**src/core/eisfp_pkg.sv**
```systemverilog
// Constants for the external interrupt select, filter and priority block.
package eisfp_pkg;
    localparam logic [7:0] ADDR_DMA_CFG   = 8'h94;
    localparam logic [7:0] ADDR_PRIO2_LOW = 8'hA6;
    localparam logic [7:0] ADDR_PRIO2_HI  = 8'hA7;
    localparam logic [7:0] ADDR_XI_CFG    = 8'hC1;
    localparam logic [3:0] PAGE_DMA       = 4'h8;
    localparam logic [3:0] PAGE_XI0       = 4'h0;
    localparam logic [3:0] PAGE_XI1       = 4'h1;
    localparam logic [3:0] PAGE_XI2       = 4'h2;
    localparam logic [7:0] RST_REG        = 8'h00;
    // Bit 5 of the priority registers is not stored and reads as zero.
    localparam logic [7:0] PRIO2_MASK     = 8'hDF;
    localparam logic [7:0] DMA_CFG_MASK   = 8'hC0;
    localparam int         DMA_PRIO_HI    = 7;
    localparam int         DMA_PRIO_LO    = 6;
    localparam int         DIV6_COUNT     = 6;
    localparam int         FILT_SAMPLES   = 3;
    localparam logic       IRQ_IDLE_LEVEL = 1'b1;
    localparam logic [1:0] FILT_OFF       = 2'b00;
    localparam logic [1:0] FILT_SYSTEM_CLOCK    = 2'b01;
    localparam logic [1:0] FILT_DIV6      = 2'b10;
    localparam logic [1:0] FILT_BAUD      = 2'b11;
endpackage : eisfp_pkg

```
**src/core/eisfp_filter.sv**
```systemverilog
// Three-sample glitch filter for one external interrupt input.
`timescale 1ns/1ps
`default_nettype none
module eisfp_filter (
    // Clock and reset
    input  wire logic i_sys_clk,
    input  wire logic i_rstn,
    // Control
    input  wire logic i_bypass,
    input  wire logic i_tick,
    // Data
    input  wire logic i_raw,
    output logic      o_level
);
    logic [eisfp_pkg::FILT_SAMPLES-2:0] hist_ff;
    logic [eisfp_pkg::FILT_SAMPLES-2:0] nxt_hist;
    logic                               level_ff;
    logic                               nxt_level;

    always_comb begin
        nxt_hist  = hist_ff;
        nxt_level = level_ff;
        if (i_bypass) begin
            nxt_level = i_raw;
            nxt_hist  = {(eisfp_pkg::FILT_SAMPLES-1){i_raw}};
        end else if (i_tick) begin
            nxt_hist = {hist_ff[eisfp_pkg::FILT_SAMPLES-3:0], i_raw};
            // The current tick and the two before must all agree.
            if (hist_ff == {(eisfp_pkg::FILT_SAMPLES-1){i_raw}}) begin
                nxt_level = i_raw;
            end
        end
    end

    always_ff @(posedge i_sys_clk or negedge i_rstn) begin
        if (!i_rstn) begin
            hist_ff  <= {(eisfp_pkg::FILT_SAMPLES-1){eisfp_pkg::IRQ_IDLE_LEVEL}};
            level_ff <= eisfp_pkg::IRQ_IDLE_LEVEL;
        end else begin
            hist_ff  <= nxt_hist;
            level_ff <= nxt_level;
        end
    end

    assign o_level = level_ff;
endmodule : eisfp_filter
`default_nettype wire

```
**src/core/eisfp_top.sv**
```systemverilog
// External interrupt pin select, filter, flags and second-group priority.
`timescale 1ns/1ps
`default_nettype none
module eisfp_top #(
    parameter int N_IRQ = 4
) (
    // Clock and reset
    input  wire logic               i_sys_clk,
    input  wire logic               i_rstn,
    // Special-function register port
    input  wire logic [7:0]         i_sfr_addr,
    input  wire logic [3:0]         i_sfr_page,
    input  wire logic               i_sfr_wr,
    input  wire logic               i_sfr_rd,
    input  wire logic [7:0]         i_sfr_wdata,
    output logic      [7:0]         o_sfr_rdata,
    output logic                    o_sfr_hit,
    // Candidate port pins, eight per interrupt, active low, and the serial 0 baud overflow tick
    input  wire logic [7:0]         i_ext_irq_in_0,
    input  wire logic [7:0]         i_ext_irq_in_1,
    input  wire logic [7:0]         i_ext_irq_in_2,
    input  wire logic [7:0]         i_ext_irq_in_3,
    input  wire logic               i_serial0_baud_overflow_tick,
    // Trigger and flag control
    input  wire logic [N_IRQ-1:0]   i_trig_high,
    input  wire logic [N_IRQ-1:0]   i_svc_start,
    input  wire logic [N_IRQ-1:0]   i_flag_set,
    input  wire logic [N_IRQ-1:0]   i_flag_clr,
    // Results
    output logic      [N_IRQ-1:0]   o_irq_level,
    output logic      [N_IRQ-1:0]   o_irq_flag,
    output logic      [13:0]        o_group2_level,
    output logic      [1:0]         o_dma_level
);
    ////////////////////////////////////////////////////////////////////////
    logic [7:0] prio_lo_ff, prio_hi_ff, dma_cfg_ff;
    logic [7:0] xi0_ff, xi1_ff, xi2_ff;
    logic [7:0] nxt_prio_lo, nxt_prio_hi, nxt_dma_cfg;
    logic [7:0] nxt_xi0, nxt_xi1, nxt_xi2;
    logic [7:0] rdata_ff, nxt_rdata;
    logic       hit_ff, nxt_hit;
    logic [7:0] rd_val;
    logic       rd_hit;
    logic [2:0] div_ff, nxt_div;
    logic       div6_tick;
    logic [N_IRQ-1:0] flag_ff, nxt_flag, prev_ff, nxt_prev;
    logic [N_IRQ-1:0] filt_out, raw_sel, edge_hit;
    logic [2:0]       pin_sel [N_IRQ];
    logic [1:0]       filt_code [N_IRQ];
    logic [7:0]       cand [N_IRQ];

    function automatic logic reg_hit(input logic [7:0] addr,
                                     input logic [3:0] page,
                                     input logic [7:0] want_addr,
                                     input logic       any_page,
                                     input logic [3:0] want_page);
        reg_hit = (addr == want_addr) && (any_page || page == want_page);
    endfunction : reg_hit

    function automatic logic pick_pin(input logic [7:0] pins,
                                      input logic [2:0] sel);
        pick_pin = pins[sel];
    endfunction : pick_pin

    ////////////////////////////////////////////////////////////////////////
    // Register writes and read-back.
    logic w_lo, w_hi, w_dma, w_x0, w_x1, w_x2;
    assign w_lo  = reg_hit(i_sfr_addr, i_sfr_page, eisfp_pkg::ADDR_PRIO2_LOW,
                           1'b1, 4'h0);
    assign w_hi  = reg_hit(i_sfr_addr, i_sfr_page, eisfp_pkg::ADDR_PRIO2_HI,
                           1'b1, 4'h0);
    assign w_dma = reg_hit(i_sfr_addr, i_sfr_page, eisfp_pkg::ADDR_DMA_CFG,
                           1'b0, eisfp_pkg::PAGE_DMA);
    assign w_x0  = reg_hit(i_sfr_addr, i_sfr_page, eisfp_pkg::ADDR_XI_CFG,
                           1'b0, eisfp_pkg::PAGE_XI0);
    assign w_x1  = reg_hit(i_sfr_addr, i_sfr_page, eisfp_pkg::ADDR_XI_CFG,
                           1'b0, eisfp_pkg::PAGE_XI1);
    assign w_x2  = reg_hit(i_sfr_addr, i_sfr_page, eisfp_pkg::ADDR_XI_CFG,
                           1'b0, eisfp_pkg::PAGE_XI2);

    always_comb begin
        nxt_prio_lo = prio_lo_ff;
        nxt_prio_hi = prio_hi_ff;
        nxt_dma_cfg = dma_cfg_ff;
        nxt_xi0     = xi0_ff;
        nxt_xi1     = xi1_ff;
        nxt_xi2     = xi2_ff;
        if (i_sfr_wr) begin
            // Bit 5 is dropped, so a stray one there has no effect.
            if (w_lo) nxt_prio_lo = i_sfr_wdata & eisfp_pkg::PRIO2_MASK;
            if (w_hi) nxt_prio_hi = i_sfr_wdata & eisfp_pkg::PRIO2_MASK;
            if (w_dma) nxt_dma_cfg = i_sfr_wdata & eisfp_pkg::DMA_CFG_MASK;
            if (w_x0) nxt_xi0 = i_sfr_wdata;
            if (w_x1) nxt_xi1 = i_sfr_wdata;
            if (w_x2) nxt_xi2 = i_sfr_wdata;
        end
    end

    always_comb begin
        rd_hit = 1'b1;
        rd_val = 8'h00;
        if (w_lo) begin
            rd_val = prio_lo_ff;
        end else if (w_hi) begin
            rd_val = prio_hi_ff;
        end else if (w_dma) begin
            rd_val = dma_cfg_ff;
        end else if (w_x0) begin
            rd_val = xi0_ff;
        end else if (w_x1) begin
            rd_val = xi1_ff;
        end else if (w_x2) begin
            rd_val = xi2_ff;
        end else begin
            rd_hit = 1'b0;
        end
        nxt_rdata = i_sfr_rd ? rd_val : rdata_ff;
        nxt_hit   = i_sfr_rd ? rd_hit : 1'b0;
    end

    always_ff @(posedge i_sys_clk or negedge i_rstn) begin
        if (!i_rstn) begin
            prio_lo_ff <= eisfp_pkg::RST_REG;
            prio_hi_ff <= eisfp_pkg::RST_REG;
            dma_cfg_ff <= eisfp_pkg::RST_REG;
            xi0_ff     <= eisfp_pkg::RST_REG;
            xi1_ff     <= eisfp_pkg::RST_REG;
            xi2_ff     <= eisfp_pkg::RST_REG;
            rdata_ff   <= eisfp_pkg::RST_REG;
            hit_ff     <= 1'b0;
        end else begin
            prio_lo_ff <= nxt_prio_lo;
            prio_hi_ff <= nxt_prio_hi;
            dma_cfg_ff <= nxt_dma_cfg;
            xi0_ff     <= nxt_xi0;
            xi1_ff     <= nxt_xi1;
            xi2_ff     <= nxt_xi2;
            rdata_ff   <= nxt_rdata;
            hit_ff     <= nxt_hit;
        end
    end

    assign o_sfr_rdata = rdata_ff;
    assign o_sfr_hit   = hit_ff;

    ////////////////////////////////////////////////////////////////////////
    // Priority levels, high bit above low bit.
    genvar g;
    generate
        for (g = 0; g < 7; g++) begin : g_lvl
            localparam int B = (g < 5) ? g : g + 1;
            assign o_group2_level[2*g+1:2*g] =
                {prio_hi_ff[B], prio_lo_ff[B]};
        end
    endgenerate
    assign o_dma_level = {dma_cfg_ff[eisfp_pkg::DMA_PRIO_HI],
                          dma_cfg_ff[eisfp_pkg::DMA_PRIO_LO]};

    ////////////////////////////////////////////////////////////////////////
    // Field assembly from the three paged registers.
    always_comb begin
        pin_sel[0] = {xi1_ff[6], xi0_ff[5:4]};
        pin_sel[1] = {xi1_ff[7], xi0_ff[7:6]};
        pin_sel[2] = {xi2_ff[0], xi1_ff[5:4]};
        pin_sel[3] = xi2_ff[3:1];
        cand[0]    = i_ext_irq_in_0;
        cand[1]    = i_ext_irq_in_1;
        cand[2]    = i_ext_irq_in_2;
        cand[3]    = i_ext_irq_in_3;
    end

    // Divide-by-six enable for the slow filter rate.
    always_comb begin
        div6_tick = (div_ff == 3'(eisfp_pkg::DIV6_COUNT - 1));
        nxt_div   = div6_tick ? 3'h0 : div_ff + 3'h1;
    end

    generate
        for (g = 0; g < N_IRQ; g++) begin : g_irq
            logic tick;
            assign filt_code[g] = {xi1_ff[g], xi0_ff[g]};
            assign raw_sel[g]   = pick_pin(cand[g], pin_sel[g]);
            always_comb begin
                case (filt_code[g])
                    eisfp_pkg::FILT_SYSTEM_CLOCK: tick = 1'b1;
                    eisfp_pkg::FILT_DIV6:   tick = div6_tick;
                    eisfp_pkg::FILT_BAUD:   tick = i_serial0_baud_overflow_tick;
                    default:                tick = 1'b0;
                endcase
            end
            eisfp_filter u_filt (
                .i_sys_clk (i_sys_clk),
                .i_rstn    (i_rstn),
                .i_bypass  (filt_code[g] == eisfp_pkg::FILT_OFF),
                .i_tick    (tick),
                .i_raw     (raw_sel[g]),
                .o_level   (filt_out[g])
            );
        end
    endgenerate

    ////////////////////////////////////////////////////////////////////////
    // Edge flags: a detected edge or CPU set wins over any clear.
    always_comb begin
        nxt_prev = filt_out;
        edge_hit = (i_trig_high & filt_out & ~prev_ff)
                 | (~i_trig_high & ~filt_out & prev_ff);
        nxt_flag = (flag_ff & ~i_svc_start & ~i_flag_clr)
                 | edge_hit | i_flag_set;
    end

    always_ff @(posedge i_sys_clk or negedge i_rstn) begin
        if (!i_rstn) begin
            div_ff  <= 3'h0;
            prev_ff <= {N_IRQ{eisfp_pkg::IRQ_IDLE_LEVEL}};
            flag_ff <= '0;
        end else begin
            div_ff  <= nxt_div;
            prev_ff <= nxt_prev;
            flag_ff <= nxt_flag;
        end
    end

    assign o_irq_level = filt_out;
    assign o_irq_flag  = flag_ff;
endmodule : eisfp_top
`default_nettype wire

```
**config.mk**
```make
export PLATFORM = sky130hd
export DESIGN_NAME = eisfp_top
export DESIGN_NICKNAME = d
export VERILOG_FILES = /design/src/core/eisfp_pkg.sv /design/src/core/eisfp_filter.sv /design/src/core/eisfp_top.sv
export SDC_FILE = /design/constraint.sdc
export NUM_CORES = 1
export LEC_CHECK = 0
export BUFFER_PORTS_ARGS = -buffer_cell sky130_fd_sc_hd__clkbuf_2
export CORE_MARGIN = 4
export CORE_UTILIZATION = 47
export CTS_CLUSTER_SIZE = 8
export DETAILED_ROUTE_END_ITERATION = 8
export PLACE_DENSITY_LB_ADDON = 0.15
export SKIP_LAST_GASP = 1
export SLEW_MARGIN = 10
export SYNTH_ARGS = -nofsm -noshare
export SYNTH_HDL_FRONTEND = slang
export SYNTH_HIERARCHICAL = 1
export SYNTH_SLANG_ARGS = --single-unit
```
**constraint.sdc**
```tcl
create_clock -name i_sys_clk -period 1.6 [get_ports i_sys_clk]
set_input_delay 0.32 -clock i_sys_clk [delete_from_list [all_inputs] [get_ports i_sys_clk]]
set_output_delay 0.32 -clock i_sys_clk [all_outputs]
set_load 0.005 [all_outputs]
```
==> flow_summary.json, run 1 <==
{
  "layout_common_cells": "104 x clkbuf_2, 56 x dfrtp_1, 45 x mux2_2",
  "first_global_vias": 2830,
  "crit_type": "flop to flop",
  "sw_frac_of_total_pct": 23.0,
  "drc_errors": 0,
  "antenna_found_initial": 0,
  "p_comb_share_pct": 10.3,
  "chipWidth_um": 96.0,
  "drt_iter0_drc": 111,
  "cts_buffers": 9,
  "vias": 2901,
  "fmax_mhz": 576,
  "grt_max_degree": 73,
  "endpoint_kind": "flop",
  "ys_seq_area_share_pct": 50.0,
  "rrSetupSlack_ns": -0.14,
  "drive_gt1_share_pct": 58.3,
  "worst_slew_margin_rel_pct": 61.7,
  "holdCritPathClass": "primary input to async pin",
  "ant_nets": 0,
  "cts_tree": "done",
  "ys_warn_count": 6,
  "fin_crit_sh_pct": 108,
  "fin_ws_ns": -0.135,
  "mostFrequentLayoutCell": "clkbuf_2",
  "synth_enable_flop_cells": 0,
  "ys_ff_latch": 72,
  "grt_overflow": 0,
  "ir_drop_mv": 0.513,
  "reg2reg_from": "xi2_ff[1]",
  "tightest_slew_ns": 0.573,
  "globalRouteTotalUtil_pct": 19.4,
  "r2r_cells": 5,
  "port_buffers": 105,
  "r2r-end": "g_irq[3].u_filt/o_level",
  "period_needed_ns": 1.74,
  "syn_nets": 375,
  "clock_latency_ns": 0.34,
  "setup.worst_path.start_class": "flop",
  "critPathRequiredTime_ns": 1.87,
  "instances_no_fill": 547,
  "clockBufferDepth": 2,
  "fp.dieArea_mm2": 0.00922,
  "fp.coreArea_mm2": 0.00741,
  "via_per_inst": 5.30,
  "diodes": 0,
  "intPower_mw": 3.03,
  "final_nets": 516,
  "leakage_nw": 2.36,
  "die_height_um": 96.0,
  "async_flop_share_pct": 100,
  "finalHoldViolations": 5,
  "fin_util_pct": 65.8,
  "grt_pass1_wl_mm": 13.6,
  "cp_max_fo": 3,
  "cap_violations": 0,
  "cts.sink_count": 72,
  "setup-violations-final": 9,
  "place_congestion": 0.815,
  "place_hpwl_mm": 6.64,
  "crit_arrival_ns": 2.01,
  "ioPinCount": 106,
  "fillers": 606,
  "violations": "hold timing, setup timing",
  "clockPowerShare_pct": 40.5,
  "clk_pin_slew_ns": 0.08,
  "power.switching_mw": 0.905,
  "wl_per_cell_um": 15.7,
  "netlist_area_mm2": 0.00364,
  "dp.cells": 528,
  "rsz0062_at_grt": "true",
  "slew_violations": 0,
  "power_density_mw_per_mm2": 808,
  "synth_cells": 302,
  "start_util_pct": 49.1,
  "clock_skew_ns": 0.00743,
  "status": "finished, violations left",
  "hold_slack_ns": -0.00804,
  "row_count": 31,
  "wirelength_mm": 8.60,
  "clock-root-buffer": "clkbuf_8",
  "synthFlopType": "dfrtp_1",
  "p_seq_share_pct": 49.2,
  "area_growth_syn_to_layout_pct": 33.8,
  "synth.distinct_cells": 42,
  "synth_area_per_cell_um2": 12.1,
  "first_pass_iters": 4,
  "htree_levels": 3
}
area by class of cell:
class	count	area (um2)	share of cell area, %
inverter	10	37.5	0.770
timing repair buffer	136	791	16.2
multi-input combinational	214	1870	38.4
clock buffer	10	138	2.82
tap	99	124	2.54
clock inverter	6	91.3	1.87
sequential	72	1820	37.4
metrics by stage:
step / cell area, um2 / TNS [ns] / total power, mW / worst slack [ns]
floorplan: 3670 / -4.26 / 2.12 / -0.184
global placement: 4520 / -10.95 / 2.35 / -0.343
detailed placement: 4520 / -12.18 / 2.36 / -0.373
CTS: 4800 / -0.562 / 3.97 / -0.151
global route: 4870 / -1.58 / 4.13 / -0.210
finish: 4870 / -0.718 / 3.94 / -0.135
registers in the layout (all words and copies together), names as in the netlist, 2 cells and up:
signal and flops:
div_ff 3, dma_cfg_ff 2, g_irq.u_filt/hist_ff 8, g_irq.u_filt/o_level 4, o_irq_flag 4, o_sfr_rdata 8, prev_ff 4, prio_hi_ff 7
prio_lo_ff 7, xi0_ff 8, xi1_ff 8, xi2_ff 8
synthesized netlist by cell type, drive strengths merged (3+ instances only):
master / count / area share (%)
a21boi: 5 / 1.0
mux2: 53 / 16
mux4: 8 / 4.9
nand2b: 10 / 1.7
nand2: 14 / 1.4
o221ai: 7 / 1.7
nor2b: 14 / 2.4
o21ai: 14 / 1.9
nand4b: 3 / 1.1
dfrtp: 56 / 38
a31oi: 11 / 1.9
a21oi: 16 / 2.6
dfstp: 16 / 12
inv: 10 / 1.0
o211ai: 4 / 0.82
nor2: 25 / 2.6
nor3: 3 / 0.55
o221a: 4 / 1.2
clkbuf: 4 / 0.41
kinds of logic after synthesis:
family | count (synthesis) | synth area share, %
buffers and inverters | 16 | 1.89
multiplexers | 63 | 21.9
flip-flops | 72 | 50.0
AND/OR/NAND/NOR | 84 | 13.7
AO/OA/AOI/OAI | 67 | 12.5
power groups by stage:
stage               clock network (mW)  registers [mW]  logic [mW]
finish                            1.59            1.94       0.406
global placement                     0            1.96       0.386
CTS                               1.64            1.93       0.400
global route                      1.73            1.94       0.451
floorplan                            0            1.96       0.154
detailed placement                   0            1.97       0.394
critical path, cell delays in order (launching register included):
cell and delay [ns]:
dfrtp_1 0.42, mux4_2 0.52, mux2_4 0.32, nor2_4 0.08, a21oi_1 0.06, o221a_2 0.27
how the worst max path moves through the flow:
| stage | startpoint | endpoint | slack [ns] |
|---|---|---|---|
| after floorplan | i_sfr_addr[5] | xi2_ff[0] | -0.18 |
| after global routing | xi0_ff[4] | g_irq[0].u_filt/o_level | -0.21 |
| final | xi2_ff[1] | g_irq[3].u_filt/o_level | -0.14 |
| after global placement | i_sfr_addr[5] | xi2_ff[3] | -0.34 |
| after CTS | xi0_ff[4] | g_irq[0].u_filt/o_level | -0.15 |
| after detailed placement | i_sfr_addr[5] | xi2_ff[1] | -0.37 |
layer usage:
metal	wire length, um	vias up	global-route usage (%)
li1	-	1412	-
met1	3900	1410	26.5
met2	4160	72	30.9
met3	451	7	3.60
met4	85	0	6.75
met5	0	-	0
repair_timing:
| item | in CTS | in global routing |
|---|---|---|
| pin swaps | 0 | 4 |
| endpoints found under the setup margin | 16 | 21 |
| hold buffers | 0 | 0 |
| setup buffers | 1 | 2 |
| resized for setup | 10 | 16 |
Power figures use the tool's default switching activity.
==> run 2, diff against run 1 <==
==> constraint.sdc (replaced) <==
create_clock -name i_sys_clk -period 1.6 [get_ports i_sys_clk]
set_input_delay 0.4 -clock i_sys_clk [delete_from_list [all_inputs] [get_ports i_sys_clk]]
set_output_delay 0.4 -clock i_sys_clk [all_outputs]
set_load 0.005 [all_outputs]
==> run 2 against run 1 <==
Against the previous run: the flow finishes with violations (setup timing); clock skew rose by 0.0012 ns; critical path type is now primary input to flop; fmax fell by 0.29%; largest power group unchanged; utilization is 1.8 points higher; die area is the same; non-clock buffer count is 1 lower; design area grew 2.8%; highest routed layer unchanged.
==> flow_summary.json, run 2 (synthesized netlist as in run 1, its figures left out) <==
{
  "leakage_nw": 2.37,
  "fin_util_pct": 67.6,
  "dp.cells": 528,
  "slowest_stage": "or4b_4",
  "grt_pass1_wl_mm": 14.1,
  "layout_common_cells": "103 x clkbuf_2, 54 x dfrtp_1, 43 x mux2_2",
  "cts_buffers": 9,
  "ant_nets": 0,
  "instances_no_fill": 546,
  "grt_overflow": 0,
  "clock-root-buffer": "clkbuf_8",
  "clk_pin_slew_ns": 0.07,
  "drt_iter0_drc": 135,
  "final_nets": 515,
  "grt_max_degree": 73,
  "first_pass_iters": 4,
  "hold_buffers": 0,
  "cts_tree": "done",
  "setup.worst_path.start_class": "primary input",
  "cap_violations": 0,
  "crit_type": "primary input to flop",
  "ir_drop_mv": 0.762,
  "vias": 2927,
  "status": "finished, violations left",
  "tightest_slew_ns": 0.632,
  "wl_met3_um": 508,
  "htree_levels": 3,
  "period_needed_ns": 1.74,
  "power_mw": 3.91,
  "violations": "setup timing",
  "die_height_um": 96.0,
  "cp_max_fo": 8,
  "place_hpwl_mm": 6.51,
  "highest_layer": "met4",
  "wl_per_cell_um": 16.0,
  "critPathRequiredTime_ns": 1.82,
  "fin_ws_ns": -0.140,
  "endpoint_kind": "flop",
  "worst_slew_margin_rel_pct": 57.8,
  "fmax_mhz": 575,
  "drive_gt1_share_pct": 60.0,
  "drc_errors": 0,
  "fp.coreArea_mm2": 0.00741,
  "holdCritPathClass": "primary input to async pin",
  "first_global_vias": 2958,
  "cts.sink_count": 72,
  "chipWidth_um": 96.0,
  "wirelength_mm": 8.75,
  "fin_crit_sh_pct": 109,
  "clock_skew_ns": 0.00864,
  "crit_arrival_ns": 1.96,
  "crit_buf_inv": 2,
  "place_congestion": 0.782,
  "m1WireLength_mm": 3.71,
  "clock_latency_ns": 0.34,
  "finalHoldViolations": 0,
  "setup_tns_ns": -2.35,
  "clockBufferDepth": 2,
  "hold_slack_ns": 0.0609,
  "critPathMaxStageDelay_ns": 0.55,
  "start_util_pct": 49.1,
  "crit_top_cell": "buf_6",
  "power_density_mw_per_mm2": 781,
  "critPathTopFamily": "simple AND/OR/NAND/NOR gates",
  "area_growth_syn_to_layout_pct": 37.5,
  "globalRouteTotalUtil_pct": 20.0,
  "antenna_found_initial": 0,
  "slew_violations": 0,
  "row_count": 31,
  "mostFrequentLayoutCell": "clkbuf_2",
  "diodes": 0,
  "path_cells": "buf_6 > or4b_4 > and3b_1 > buf_6 > nand4b_4 > mux2_4",
  "ioPinCount": 106,
  "fp.dieArea_mm2": 0.00922,
  "wl_met2_mm": 4.44,
  "via_per_inst": 5.36,
  "rsz0062_at_grt": "true",
  "port_buffers": 105,
  "setup-violations-final": 30
}
## run 2: cell types whose count changed in the layout (fill, tap and decap cells not counted), moves of 3 or more
cell        before  now
clkbuf_1         0    3
o21ai_2          0    4
clkinvlp_4       3    0
o21ai_0         14    9
o221ai_4         0    7
o221ai_1         7    0
## run 2: through the flow
stage / setup WS, ns / instance area (um2)
after floorplan: -0.264 / 3670
after detailed placement: -0.458 / 4520
after global placement: -0.440 / 4520
after CTS: -0.147 / 4790
final: -0.140 / 5010
after global routing: -0.180 / 5010
## run 2: where the power goes
part / switching [mW] / internal, mW / total [mW]
sequential: 0.0432 / 1.89 / 1.94
clock: 0.625 / 0.921 / 1.55
combinational: 0.203 / 0.224 / 0.427
total: 0.871 / 3.04 / 3.91
## run 2: final cells by class
type	count	area (um2)
multi-input combinational	214	2010
inverter	10	37.5
fill	564	2400
tap	99	124
timing repair buffer	135	793
clock buffer	13	149
sequential	72	1820
clock inverter	3	65.1
## run 2: final timing paths
check	start	end	slack (ns)	cells after the start
hold / removal	i_rstn	o_irq_flag[1]	0.06	2
setup reg to reg	xi0_ff[6]	g_irq[1].u_filt/o_level	-0.13	5
setup / recovery	i_sfr_addr[5]	xi2_ff[7]	-0.14	6
min in group i_sys_clk	i_flag_set[2]	o_irq_flag[2]	0.27	3
hold reg to reg	g_irq[0].u_filt/o_level	prev_ff[0]	0.40	0
max in group asynchronous	i_rstn	g_irq[0].u_filt/hist_ff[0]	1.19	2
## run 2: timing repair
action,in CTS,in global routing
buffers inserted,2,1
pin swaps,2,9
gates resized for setup,12,39
endpoints found under the setup margin,40,46
## run 2: per-layer routing
metal  up-vias  GRT usage, %
met5         -             0
met4         0          5.69
met3         8          5.00
met2        80          32.8
met1      1430          26.2
li1       1409             -
==> run 3, diff against run 2 <==
- CORE_UTILIZATION: 47 -> 40
- PLACE_DENSITY_LB_ADDON: 0.15 -> 0.25
==> run 3 against run 2 <==
Against the previous run: the run still ends with setup timing left; clock power up 9.7%; total power up 3.8%; first-iteration DRC count down 34%; count of clock-buffer cells in the layout down 3; register-to-register slack worse by 0.02 ns; clock skew down 0.0017 ns; combinational power down 2%; worst hold slack better by 0.0014 ns; non-clock buffer count up 13.
==> flow_summary.json, run 3 (synthesized netlist as in run 1, its figures left out) <==
{
  "status": "finished, violations left",
  "violations": "setup timing",
  "die_height_um": 103,
  "r2r_cells": 5,
  "antenna_found_initial": 0,
  "cp_max_fo": 3,
  "fp.dieArea_mm2": 0.0107,
  "fmax_mhz": 570,
  "ir_drop_mv": 0.492,
  "grt_max_degree": 53,
  "crit_buf_inv": 0,
  "setup_tns_ns": -2.86,
  "globalRouteTotalUtil_pct": 17.8,
  "first_pass_iters": 4,
  "wl_per_cell_um": 15.9,
  "leakage_nw": 2.43,
  "drt_iter0_drc": 89,
  "tightest_slew_ns": 0.495,
  "crit_arrival_ns": 2.03,
  "start_util_pct": 41.3,
  "slew_violations": 0,
  "cts.sink_count": 72,
  "clk_pin_slew_ns": 0.08,
  "setup.worst_path.start_class": "flop",
  "first_global_vias": 3027,
  "worst_slew_margin_rel_pct": 66.9,
  "fp.coreArea_mm2": 0.00881,
  "fin_ws_ns": -0.154,
  "drive_gt1_share_pct": 59.8,
  "grt_overflow": 0,
  "chipWidth_um": 103,
  "layout_common_cells": "104 x clkbuf_2, 53 x dfrtp_1, 45 x mux2_2",
  "htree_levels": 3,
  "area_growth_syn_to_layout_pct": 36.7,
  "grt_pass1_wl_mm": 14.6,
  "vias": 2988,
  "holdCritPathClass": "primary input to async pin",
  "fin_crit_sh_pct": 110,
  "critPathRequiredTime_ns": 1.87,
  "clock_skew_ns": 0.00698,
  "place_hpwl_mm": 6.81,
  "cts_buffers": 9,
  "place_congestion": 0.805,
  "finalHoldViolations": 0,
  "path_cells": "mux4_2 > mux2_4 > nor2_2 > a21oi_1 > o221a_2",
  "setup-violations-final": 32,
  "period_needed_ns": 1.75,
  "critPathMaxStageDelay_ns": 0.51,
  "fin_util_pct": 56.5,
  "via_per_inst": 5.26,
  "mostFrequentLayoutCell": "clkbuf_2",
  "power_density_mw_per_mm2": 815,
  "cap_violations": 0,
  "clockBufferDepth": 2,
  "crit_type": "flop to flop",
  "row_count": 34,
  "port_buffers": 105,
  "ant_nets": 0,
  "ioPinCount": 106,
  "clock-root-buffer": "clkbuf_8",
  "slowest_stage": "mux4_2",
  "drc_errors": 0,
  "critPathTopFamily": "multiplexers",
  "final_nets": 528,
  "rsz0062_at_grt": "true",
  "clock_latency_ns": 0.34,
  "path_depth": 5,
  "diodes": 0,
  "endpoint_kind": "flop",
  "wirelength_mm": 9.05,
  "cts_tree": "done"
}
## run 3: cell count changes in the layout (fill, tap and decap cells not counted), moves of 4 or more
cell	change
o221ai_4	-7
o21ai_2	-4
buf_4	+15
o221ai_1	+7
## run 3: layout make-up
cell class,count,area (um2)
Clock inverter,6,108
Multi-Input combinational cell,214,1870
Clock buffer,10,128
Inverter,10,37.5
Fill cell,773,3830
Timing Repair Buffer,148,877
Tap cell,108,135
Sequential cell,72,1830
## run 3: what timing repair did
action,4_1_cts,5_1_grt
pin swaps,1,3
buffers inserted,3,4
hold endpoints to repair,0,0
setup endpoints to repair,40,45
hold buffers,0,0
gates resized for setup,8,24
## run 3: through the flow
step	cell area [um2]	std cells	hold WS (ns)	setup slack, ns	power (mW)
after detailed placement	4590	545	0.394	-0.528	2.37
after CTS	4880	564	0.0604	-0.146	4.09
after global routing	4980	568	0.0773	-0.208	4.22
final	4980	568	0.0622	-0.154	4.06
after global placement	4590	545	0.391	-0.487	2.36
after floorplan	3670	302	0.104	-0.264	2.12
## run 3: report_power, final
part | total (mW) | internal, mW | switching [mW]
clock network | 1.70 | 1.03 | 0.671
logic | 0.417 | 0.223 | 0.194
registers | 1.94 | 1.89 | 0.0449
## run 3: per-layer routing
metal	up-vias	GRT usage, %	wire, um
met2	94	29.5	4430
met4	0	5.18	126
li1	1440	-	-
met5	-	0	0
met1	1444	23.2	3940
met3	10	4.29	545
## run 3: worst paths after layout
kind / end / slack (ns) / from
setup / recovery: g_irq[2].u_filt/o_level / -0.15 / xi1_ff[4]
hold / removal: xi2_ff[6] / 0.06 / i_rstn
setup reg to reg: g_irq[2].u_filt/o_level / -0.15 / xi1_ff[4]
hold reg to reg: prev_ff[0] / 0.40 / g_irq[0].u_filt/o_level
max in group asynchronous: g_irq[0].u_filt/hist_ff[0] / 1.26 / i_rstn
min in group i_sys_clk: o_irq_flag[3] / 0.27 / i_flag_set[3]
